$ cat src/frlp_pkg.sv
// constants, types and register map of the flash row latch programmer
// assumes a single 50 MHz clock and a byte-wide register port
package frlp_pkg;

    // -------------------------------------------------------------------
    // register offsets
    // -------------------------------------------------------------------
    localparam logic [3:0] REG_ADDR_LOW   = 4'h0;
    localparam logic [3:0] REG_ADDR_HIGH  = 4'h1;
    localparam logic [3:0] REG_DATA_LOW   = 4'h2;
    localparam logic [3:0] REG_DATA_HIGH  = 4'h3;
    localparam logic [3:0] REG_CONTROL    = 4'h4;
    localparam logic [3:0] REG_UNLOCK_KEY = 4'h5;
    localparam logic [3:0] REG_IRQ_STATUS = 4'h6;
    localparam logic [3:0] REG_IRQ_MASK   = 4'h7;

    // -------------------------------------------------------------------
    // field positions
    // -------------------------------------------------------------------
    localparam int CTL_START_BIT  = 0;
    localparam int CTL_ARM_BIT    = 1;
    localparam int CTL_ERR_BIT    = 2;
    localparam int CTL_ERASE_BIT  = 3;
    localparam int CTL_LONLY_BIT  = 4;
    localparam int CTL_CFG_BIT    = 5;
    localparam int IRQ_DONE_BIT   = 0;
    localparam int IRQ_ERR_BIT    = 1;

    // -------------------------------------------------------------------
    // reset values and keys
    // -------------------------------------------------------------------
    localparam logic [7:0]  ADDR_LOW_RESET  = 8'h00;
    localparam logic [6:0]  ADDR_HIGH_RESET = 7'h00;
    localparam logic [7:0]  DATA_LOW_RESET  = 8'h00;
    localparam logic [5:0]  DATA_HIGH_RESET = 6'h00;
    localparam logic [1:0]  IRQ_RESET       = 2'h0;
    localparam logic [7:0]  KEY_FIRST       = 8'h55;
    localparam logic [7:0]  KEY_SECOND      = 8'haa;
    localparam logic [13:0] LATCH_BLANK     = 14'h3fff;
    localparam int          LATCH_COUNT     = 32;

    // -------------------------------------------------------------------
    // timing
    // -------------------------------------------------------------------
    localparam int          CLOCK_MHZ     = 50;
    localparam int          PROG_TIME_NS  = 2000;
    localparam int          ERASE_TIME_NS = 2000;
    localparam logic [11:0] PROG_WAIT_CYCLES  = 12'((PROG_TIME_NS * CLOCK_MHZ + 999) / 1000);
    localparam logic [11:0] ERASE_WAIT_CYCLES = 12'((ERASE_TIME_NS * CLOCK_MHZ + 999) / 1000);

    // -------------------------------------------------------------------
    // types
    // -------------------------------------------------------------------
    typedef enum logic [2:0] {
        UNL_IDLE  = 3'b001,
        UNL_FIRST = 3'b010,
        UNL_ARMED = 3'b100
    } frlp_unl_t;

    typedef enum logic [3:0] {
        OP_IDLE  = 4'b0001,
        OP_PROG  = 4'b0010,
        OP_WAIT  = 4'b0100,
        OP_ERASE = 4'b1000
    } frlp_op_t;

    typedef struct packed {
        logic [3:0] addr;
        logic [7:0] wdata;
        logic       wr;
        logic       rd;
    } frlp_bus_req_t;

    typedef struct packed {
        logic        word_we;
        logic        row_erase;
        logic        cfg_space;
        logic [9:0]  row;
        logic [4:0]  col;
        logic [13:0] word;
    } frlp_flash_cmd_t;

endpackage

$ cat src/frlp_top.sv
// flash row latch programmer: unlock guard, 32 row latches, program/erase sequencer
// assumes the flash array takes one word write per cycle and an erase pulse per row
// assumes the core leaves the bus idle while cpu_stall is high; such writes are dropped, except writes that clear irq status bits
`timescale 1ns/1ps

module frlp_top (
    input  wire logic                    clock,
    input  wire logic                    rst,
    input  wire frlp_pkg::frlp_bus_req_t bus_req,
    output logic [7:0]                   reg_rdata,
    input  wire logic                    write_protect,
    output frlp_pkg::frlp_flash_cmd_t    flash_cmd,
    output logic                         cpu_stall,
    output logic                         irq
);
    import frlp_pkg::*;

    // -------------------------------------------------------------------
    // state
    // -------------------------------------------------------------------
    logic [7:0]        addr_low_r,  addr_low_nxt;
    logic [6:0]        addr_high_r, addr_high_nxt;
    logic [7:0]        data_low_r,  data_low_nxt;
    logic [5:0]        data_high_r, data_high_nxt;

    logic              start_r,     start_nxt;
    logic              arm_r,       arm_nxt;
    logic              err_r,       err_nxt;
    logic              erase_r,     erase_nxt;
    logic              lonly_r,     lonly_nxt;
    logic              cfg_r,       cfg_nxt;

    frlp_unl_t         unl_r,       unl_nxt;
    frlp_op_t          op_r,        op_nxt;
    logic [4:0]        wcnt_r,      wcnt_nxt;
    logic [11:0]       wait_r,      wait_nxt;

    logic [1:0]        ist_r,       ist_nxt;
    logic [1:0]        imask_r,     imask_nxt;
    logic              irq_r,       irq_nxt;

    logic              stall_r,     stall_nxt;
    logic [7:0]        rdata_r,     rdata_nxt;
    frlp_flash_cmd_t   cmd_r,       cmd_nxt;

    logic [13:0]       latch_r [LATCH_COUNT];
    logic [13:0]       latch_nxt [LATCH_COUNT];

    logic              wp_meta_r;
    logic              wp_sync_r;

    logic              wr_hit;
    logic              go;
    logic              clear_latches;
    logic              load_latch;
    logic              set_err;
    logic              set_done;
    logic [9:0]        row_sel;
    logic [4:0]        col_sel;

    // -------------------------------------------------------------------
    // address decode
    // -------------------------------------------------------------------
    function automatic logic hit(input frlp_bus_req_t req, input logic [3:0] offs);
        hit = req.wr && (req.addr == offs);
    endfunction

    assign row_sel = {addr_high_r[6:0], addr_low_r[7:5]};
    assign col_sel = addr_low_r[4:0];

    // -------------------------------------------------------------------
    // write protect input synchroniser
    // -------------------------------------------------------------------
    always_ff @(posedge clock) begin
        if (rst) begin
            wp_meta_r <= 1'b0;
            wp_sync_r <= 1'b0;
        end else begin
            wp_meta_r <= write_protect;
            wp_sync_r <= wp_meta_r;
        end
    end

    // -------------------------------------------------------------------
    // registers, unlock guard and operation sequencer
    // -------------------------------------------------------------------
    always_comb begin
        addr_low_nxt  = addr_low_r;
        addr_high_nxt = addr_high_r;
        data_low_nxt  = data_low_r;
        data_high_nxt = data_high_r;
        start_nxt     = start_r;
        arm_nxt       = arm_r;
        err_nxt       = err_r;
        erase_nxt     = erase_r;
        lonly_nxt     = lonly_r;
        cfg_nxt       = cfg_r;
        unl_nxt       = unl_r;
        op_nxt        = op_r;
        wcnt_nxt      = wcnt_r;
        wait_nxt      = wait_r;
        imask_nxt     = imask_r;
        go            = 1'b0;
        clear_latches = 1'b0;
        load_latch    = 1'b0;
        set_err       = 1'b0;
        set_done      = 1'b0;
        cmd_nxt       = '0;
        cmd_nxt.cfg_space = cfg_r;
        cmd_nxt.row       = row_sel;
        cmd_nxt.col       = col_sel;
        wr_hit        = bus_req.wr && (op_r == OP_IDLE);

        // plain register writes; the core is stalled while busy
        if (wr_hit) begin
            if (hit(bus_req, REG_ADDR_LOW)) begin
                addr_low_nxt = bus_req.wdata;
            end else if (hit(bus_req, REG_ADDR_HIGH)) begin
                addr_high_nxt = bus_req.wdata[6:0];
            end else if (hit(bus_req, REG_DATA_LOW)) begin
                data_low_nxt = bus_req.wdata;
            end else if (hit(bus_req, REG_DATA_HIGH)) begin
                data_high_nxt = bus_req.wdata[5:0];
            end else if (hit(bus_req, REG_CONTROL)) begin
                arm_nxt   = bus_req.wdata[CTL_ARM_BIT];
                err_nxt   = bus_req.wdata[CTL_ERR_BIT];
                erase_nxt = bus_req.wdata[CTL_ERASE_BIT];
                lonly_nxt = bus_req.wdata[CTL_LONLY_BIT];
                cfg_nxt   = bus_req.wdata[CTL_CFG_BIT];
            end else if (hit(bus_req, REG_IRQ_MASK)) begin
                imask_nxt = bus_req.wdata[1:0];
            end
        end

        // unlock guard: 55h, aah, then start, with no other write between
        if (wr_hit) begin
            case (unl_r)
                UNL_IDLE: begin
                    if (hit(bus_req, REG_UNLOCK_KEY) && bus_req.wdata == KEY_FIRST) begin
                        unl_nxt = UNL_FIRST;
                    end
                end
                UNL_FIRST: begin
                    if (hit(bus_req, REG_UNLOCK_KEY) && bus_req.wdata == KEY_SECOND) begin
                        unl_nxt = UNL_ARMED;
                    end else begin
                        unl_nxt = UNL_IDLE;
                        set_err = 1'b1;
                    end
                end
                UNL_ARMED: begin
                    unl_nxt = UNL_IDLE;
                    // the start write must carry the arm bit itself
                    if (hit(bus_req, REG_CONTROL) && bus_req.wdata[CTL_START_BIT]
                        && bus_req.wdata[CTL_ARM_BIT]) begin
                        go = 1'b1;
                    end else begin
                        set_err = 1'b1;
                    end
                end
                default: begin
                    unl_nxt = UNL_IDLE;
                end
            endcase
        end

        // start of an operation, using the control value just written
        if (go) begin
            if (bus_req.wdata[CTL_ERASE_BIT]) begin
                if (wp_sync_r) begin
                    set_err = 1'b1;
                end else begin
                    start_nxt         = 1'b1;
                    op_nxt            = OP_ERASE;
                    wait_nxt          = ERASE_WAIT_CYCLES;
                    cmd_nxt.row_erase = 1'b1;
                end
            end else if (bus_req.wdata[CTL_LONLY_BIT]) begin
                load_latch = 1'b1;
            end else if (wp_sync_r) begin
                set_err = 1'b1;
            end else begin
                start_nxt = 1'b1;
                op_nxt    = OP_PROG;
                wcnt_nxt  = 5'h00;
            end
        end

        // sequencer
        case (op_r)
            OP_PROG: begin
                // one latch word per cycle; the counter doubles as the column
                cmd_nxt.word_we = 1'b1;
                cmd_nxt.col     = wcnt_r;
                cmd_nxt.word    = latch_r[wcnt_r];
                wcnt_nxt        = wcnt_r + 5'h01;
                if (wcnt_r == 5'(LATCH_COUNT - 1)) begin
                    op_nxt   = OP_WAIT;
                    wait_nxt = PROG_WAIT_CYCLES;
                end
            end
            OP_WAIT, OP_ERASE: begin
                wait_nxt = wait_r - 12'h001;
                if (wait_r == 12'h001) begin
                    op_nxt        = OP_IDLE;
                    start_nxt     = 1'b0;
                    clear_latches = 1'b1;
                    set_done      = 1'b1;
                end
            end
            default: begin
            end
        endcase

        if (set_err) begin
            err_nxt = 1'b1;
        end
    end

    // -------------------------------------------------------------------
    // row latches
    // -------------------------------------------------------------------
    generate
        for (genvar i = 0; i < LATCH_COUNT; i++) begin : g_latch
            always_comb begin
                latch_nxt[i] = latch_r[i];
                if (clear_latches) begin
                    latch_nxt[i] = LATCH_BLANK;
                end else if (load_latch && col_sel == 5'(i)) begin
                    latch_nxt[i] = {data_high_r[5:0], data_low_r};
                end
            end

            always_ff @(posedge clock) begin
                if (rst) begin
                    latch_r[i] <= LATCH_BLANK;
                end else begin
                    latch_r[i] <= latch_nxt[i];
                end
            end
        end
    endgenerate

    // -------------------------------------------------------------------
    // interrupt, stall and read data
    // -------------------------------------------------------------------
    always_comb begin
        ist_nxt = ist_r;
        if (bus_req.wr && bus_req.addr == REG_IRQ_STATUS) begin
            ist_nxt = ist_r & ~bus_req.wdata[1:0];
        end
        // a new event wins over a software clear in the same cycle
        ist_nxt[IRQ_DONE_BIT] = ist_nxt[IRQ_DONE_BIT] | set_done;
        ist_nxt[IRQ_ERR_BIT]  = ist_nxt[IRQ_ERR_BIT] | set_err;
        irq_nxt   = |(ist_nxt & imask_nxt);
        stall_nxt = (op_nxt != OP_IDLE);
        rdata_nxt = 8'h00;
        if (bus_req.rd) begin
            if (bus_req.addr == REG_ADDR_LOW) begin
                rdata_nxt = addr_low_r;
            end else if (bus_req.addr == REG_ADDR_HIGH) begin
                rdata_nxt = {1'b0, addr_high_r};
            end else if (bus_req.addr == REG_DATA_LOW) begin
                rdata_nxt = data_low_r;
            end else if (bus_req.addr == REG_DATA_HIGH) begin
                rdata_nxt = {2'b00, data_high_r};
            end else if (bus_req.addr == REG_CONTROL) begin
                rdata_nxt = {2'b00, cfg_r, lonly_r, erase_r, err_r, arm_r, start_r};
            end else if (bus_req.addr == REG_IRQ_STATUS) begin
                rdata_nxt = {6'h00, ist_r};
            end else if (bus_req.addr == REG_IRQ_MASK) begin
                rdata_nxt = {6'h00, imask_r};
            end
        end
    end

    always_ff @(posedge clock) begin
        if (rst) begin
            ist_r   <= IRQ_RESET;
            irq_r   <= 1'b0;
            stall_r <= 1'b0;
            rdata_r <= 8'h00;
        end else begin
            ist_r   <= ist_nxt;
            irq_r   <= irq_nxt;
            stall_r <= stall_nxt;
            rdata_r <= rdata_nxt;
        end
    end

    // -------------------------------------------------------------------
    // register update of the register file, unlock guard and sequencer
    // -------------------------------------------------------------------
    always_ff @(posedge clock) begin
        if (rst) begin
            addr_low_r  <= ADDR_LOW_RESET;
            addr_high_r <= ADDR_HIGH_RESET;
            data_low_r  <= DATA_LOW_RESET;
            data_high_r <= DATA_HIGH_RESET;
            start_r     <= 1'b0;
            arm_r       <= 1'b0;
            // a one-cycle reset that cuts an operation leaves the error flag for software; a longer reset clears it
            err_r       <= (op_r != OP_IDLE);
            erase_r     <= 1'b0;
            lonly_r     <= 1'b0;
            cfg_r       <= 1'b0;
            unl_r       <= UNL_IDLE;
            op_r        <= OP_IDLE;
            wcnt_r      <= 5'h00;
            wait_r      <= 12'h000;
            imask_r     <= IRQ_RESET;
            cmd_r       <= '0;
        end else begin
            addr_low_r  <= addr_low_nxt;
            addr_high_r <= addr_high_nxt;
            data_low_r  <= data_low_nxt;
            data_high_r <= data_high_nxt;
            start_r     <= start_nxt;
            arm_r       <= arm_nxt;
            err_r       <= err_nxt;
            erase_r     <= erase_nxt;
            lonly_r     <= lonly_nxt;
            cfg_r       <= cfg_nxt;
            unl_r       <= unl_nxt;
            op_r        <= op_nxt;
            wcnt_r      <= wcnt_nxt;
            wait_r      <= wait_nxt;
            imask_r     <= imask_nxt;
            cmd_r       <= cmd_nxt;
        end
    end

    // -------------------------------------------------------------------
    // outputs
    // -------------------------------------------------------------------
    assign reg_rdata = rdata_r;
    assign flash_cmd = cmd_r;
    assign cpu_stall = stall_r;
    assign irq       = irq_r;

endmodule // frlp_top

$ cat config.mk
export PLATFORM = sky130hd
export DESIGN_NAME = frlp_top
export DESIGN_NICKNAME = d
export VERILOG_FILES = /design/src/frlp_pkg.sv /design/src/frlp_top.sv
export SDC_FILE = /design/constraint.sdc
export NUM_CORES = 1
export LEC_CHECK = 0
export BUFFER_PORTS_ARGS = -buffer_cell sky130_fd_sc_hd__buf_2
export CAP_MARGIN = 25
export CORE_ASPECT_RATIO = 1.1
export CORE_UTILIZATION = 55
export CTS_BUF_LIST = sky130_fd_sc_hd__clkbuf_4 sky130_fd_sc_hd__clkbuf_8 sky130_fd_sc_hd__clkbuf_16
export DETAILED_ROUTE_END_ITERATION = 6
export PLACE_DENSITY = 0.72
export SYNTH_ARGS = -nofsm -noshare
export SYNTH_HDL_FRONTEND = slang
export SYNTH_SLANG_ARGS = --single-unit
$ cat constraint.sdc
create_clock -name clock -period 9.7 [get_ports clock]
set_clock_uncertainty 0.1 [all_clocks]
set_input_delay 1.455 -clock clock [delete_from_list [all_inputs] [get_ports clock]]
set_output_delay 1.455 -clock clock [all_outputs]
set_load 0.05 [all_outputs]
### Yosys cells after proc, flatten, opt, wreduce, memory -nomap -nowiden

Memories as Yosys holds them, arrays and structs flattened. A register that Yosys moved wholly into a read port is not among the register bits.
Cells that the tools add are included.

| operators by class | value |
|---|---|
| add/subtract/negate cells | 2 |
| reduce and logical (&&, ||, !) cells | 95 |
| equality and inequality tests | 91 |
| bitwise gates (word level) | 45 |
| muxes and demuxes | 170 |

Operator list:

| cell | number |
|---|---|
| 14-bit 2-to-1 mux | 96 |
| 5-bit equality test (second input constant) | 17 |
| 2-bit AND reduction | 34 |
| 2-bit inequality test (second input constant) | 33 |
| 12-bit 2-to-1 mux | 4 |
| 1-bit logical AND | 45 |
| 5-bit by 4-bit equality test with 1-bit output (second input constant) | 8 |
| 5-bit 2-to-1 mux | 7 |
| 1-bit 2-to-1 mux | 34 |
| 1-bit OR | 34 |
| 4-bit 2-to-1 mux | 7 |
| 8-bit 2-to-1 mux | 3 |
| 12-bit case mux with 2 select lines | 1 |
| 4-bit by 3-bit equality test with 1-bit output (second input constant) | 5 |
| 5-bit by 3-bit equality test with 1-bit output (second input constant) | 4 |
| 2-bit 2-to-1 mux | 10 |
| 19-bit 2-to-1 mux | 1 |
| 12-bit by 1-bit equality test with 1-bit output (second input constant) | 1 |
| 4-bit by 2-bit equality test with 1-bit output (second input constant) | 3 |
| 6-bit 2-to-1 mux | 2 |
| 3-bit inequality test (second input constant) | 4 |
| 6-bit AND reduction | 2 |
| 12-bit by 1-bit subtractor with 12-bit output (second input constant) | 1 |
| 5-bit by 2-bit equality test with 1-bit output (second input constant) | 2 |
| other kinds (27) | 45 |

| storage, ports and cells | value |
|---|---|
| bits in registers | 107 |
| RAM bits | 448 |
| logic and storage cells | 431 |
| memories | 1 |
| input port bits | 17 |
| output and inout port bits | 42 |

Memory list:

| name | words | bits a word | read ports | clocked after Yosys merged registers in | wr ports | RTL line | RTL |
|---|---|---|---|---|---|---|---|
| latch_r | 32 | 14 | 1 | 1 | 32 | frlp_top.sv:46 | `logic [13:0] latch_r [LATCH_COUNT];` |

### Longest topological paths before layout

| logic depth | value |
|---|---|
| word-level depth | 14 |
| mapped depth | 9 |
| gate-level depth less buffers | 8 |

### Worst setup path before layout

Ideal clock, no wire load.

| timing | value |
|---|---|
| path type | input to register |
| start point | in bus_req[12] in the netlist's numbering |
| end point | mem latch_r[17][0] (enable) |
| data required time | 9.196 ns |
| arrival time | 3.703 ns |
| path slack | 5.493 ns |
| cell stages on the path | 5 |
| buffers on the path | 1 |
| setup time | 0.404 ns |
| path through | clkbuf_1 -> nand4b_1 -> nor4_4 -> nand4_1 -> o21ai_0 |

RTL lines:

| what | RTL line | RTL |
|---|---|---|
| from (decl) | frlp_top.sv:9 | `input wire frlp_pkg::frlp_bus_req_t bus_req,` |
| to (decl) | frlp_top.sv:46 |  |

==> results.ini <==
[sta]
rsz0062_at_grt = no
final-setup-viol-count = 0
max_freq_ghz = 0.241
fin_setup_tns_ps = 0
fin_crit_sh_pct = 42.8
period_needed_ps = 4150
holdWs_ps = 342
maxSlewHeadroom_pct = 14.4
final_hold_viol_count = 0
tightest_slew_ps = 1250
drv_slew = 0

[placement]
dp_hpwl_um = 37200
placed_cell_area_um2 = 24800
io_buffers = 58
gp_congestion = 0.925

[finish]
mostFrequentLayoutCell = nand2_1
finalInstanceArea_um2 = 26600
syn_to_final_growth_pct = 11.1
layout.cells.most_common_list = nand2_1, edfxtp_1, nor2_1
nets = 1937
layout.area.seq_um2 = 15700
antenna_cells = 0
fillCellCount = 3211
drive_above_1_share_pct = 17.5
multi_input_area_um2 = 7660
final_util_pct = 62.4

[clock_tree]
cts_max_level = 2
post_cts_buffers = 0
post_cts_resize_count = 0
clk_pin_slew_ps = 60
cts.sinks = 560
cts-hold-fix-buffers = 0
clk-insertion-delay-late_ps = 600
clock_path_buffers = 3
tritoncts = built
cts_root_buf = clkbuf_16
cts_made_buffers = 53

[synth]
synth-seq-cells = 560
synthXorXnorAreaFrac_pct = 0.0730
ys_warn_count = 0
syn_area_um2 = 24000
post-synth-top-area-cell = edfxtp_1
yosysSeqAreaShare_pct = 65.5
synth_top_family_by_area = simple AND/OR/NAND/NOR gates
syn_inst = 1902
async_reset_ff_share_pct = 0
synth_area_per_cell_um2 = 12.6
synthFlopType = edfxtp_1
synth_area_leaders = edfxtp_1, dfxtp_1, mux4_2, nand2_1, mux2i_1
synth.area.mux_share_pct = 12.6
synth-simple-area-share_pct = 13.4
synthDistinctLibCells = 57
syn-num-nets = 1923
synth_compound_area_share_pct = 5.50
synthAdderAreaFrac_pct = 0.209
synth_top_area_share_pct = 56.2
synth_edf_count = 449

[die]
ios = 59
initial_core_util_pct = 56.2
fp-row-count = 79
die_area_um2 = 44500
coreArea_um2 = 42700
dieWidth_um = 201
die_y_um = 221

[setup_path]
criticalPathCategory = in2reg
path_max_fanout = 14
worst-r2r-setup-slack_ps = 5820
crit_path_top_delay_cell = nor4_4
crit_arrival_ps = 4340
setup.worst_path.start = bus_req[13]
crit_chain = buf_2 > nand4b_1 > nor4_4 > nand3_1 > nor2_1 > nand2_1
cp-end-kind = register
r2r.worst_path.cells = 5
regToRegStartpoint = op_r[0]
crit_end = latch_r[5][6]
worstSetupStartpointType = input pin
reg2reg_to = latch_r[5][6]
slowest_delay_ps = 920
worst_ep_required_time_ps = 9890

[global_routing]
groute.usage.overall_pct = 26.6
grt_max_degree = 79
first_global_vias = 14700
overflow = 0
grt_pass1_wl_um = 88500
antenna_found_initial = 0

[drt]
vias = 15400
ant_nets = 0
routed_wirelength_um = 58500
drc = 0
firstDrtPassIters = 6
detail_route.wl_per_cell_um = 23.2
via_per_inst = 6.10
drt-initial-drc-count = 1965

[power]
p_sw_share_pct = 21.0
power.density_nw_per_um2 = 179
p_sw_uw = 1000
comb_power_share_pct = 3.3
p_int_uw = 3770
leakage_uw = 0.00708
pwr-share-seq_pct = 54.1
pwr-share-clk_pct = 42.6
ir_drop_mv = 0.133

[worst_hold_path]
hp-class = reg2reg

[status]
run_status = complete, no violations

[run]
max_cap_violations = 0

power by group through the flow:
stage	Sequential [uW]	Clock, uW	Combinational, uW
after floorplan	2640	0	79.8
after global placement	2640	0	136
after detailed placement	2640	0	148
after CTS	2590	2050	148
after global routing	2580	2140	164
final	2590	2040	155
how the worst min path moves through the flow:
stage / start / to / slack, ps / depth (start not counted)
2_1_floorplan: wp_meta_r / wp_sync_r / 310 / 1
3_3_place_gp: wp_meta_r / wp_sync_r / 330 / 1
3_5_place_dp: wp_meta_r / wp_sync_r / 330 / 1
4_1_cts: wp_meta_r / wp_sync_r / 340 / 1
5_1_grt: wp_meta_r / wp_sync_r / 350 / 1
6_report: wp_meta_r / wp_sync_r / 340 / 1
layout make-up:
cell class | instances | area share [%]
Timing Repair Buffer | 119 | 3.05
Tap cell | 567 | 2.66
Sequential cell | 560 | 59.0
Multi-Input combinational cell | 1174 | 28.8
Clock inverter | 39 | 1.20
Clock buffer | 59 | 5.21
Inverter | 8 | 0.113
metrics by stage:
stage          total power [uW]  worst slack (ps)  cells
4_1_cts                    4790              5460   2509
2_1_floorplan              2720              5490   1902
5_1_grt                    4890              5380   2526
3_3_place_gp               2780              4920   2392
6_report                   4780              5550   2526
3_5_place_dp               2790              4860   2411
synth_stat cells, types with 33 or more instances:
master and number:
mux2_2 33, clkbuf_1 109, buf_2 37, dfxtp_1 111, mux4_2 84, o21ai_0 82
a21oi_1 45, nor2_1 143, nand2_1 501, mux2i_1 75, edfxtp_1 449
layer usage:
| metal | track usage [%] | share of wire, % |
|---|---|---|
| met5 | 0 | 0 |
| met4 | 8.25 | 2.8 |
| met3 | 4.74 | 10 |
| met2 | 41.2 | 46 |
| met1 | 38.5 | 41 |
logic make-up (layout without fill, tap and decap cells):
kind of cell               count (synthesis)  after routing
buffers and inverters                    168            225
xor gates and xnor gates                   2              2
muxes                                    192            192
and+or+nand+nor                          763            763
adders and majority gates                  4              4
AOI/OAI and AO/OA                        213            213
DFF                                      560            560
flip-flops by register name (all words and copies together) (netlist names), 2 cells and up, named ones only:
register and cells:
addr_high_r 7, op_r 4, unl_r 3, wcnt_r 5, addr_low_r 8, imask_r 2
wait_r 12, data_high_r 6, data_low_r 8, flash_cmd 32, reg_rdata 8, latch_r 448
ist_r 2
critical path, delay by kind of cell:
kind | cells | cell delay (ps)
buffers and inverters | 1 | 140
AND/OR/NAND/NOR | 5 | 2720
Power figures use the tool's default switching activity.
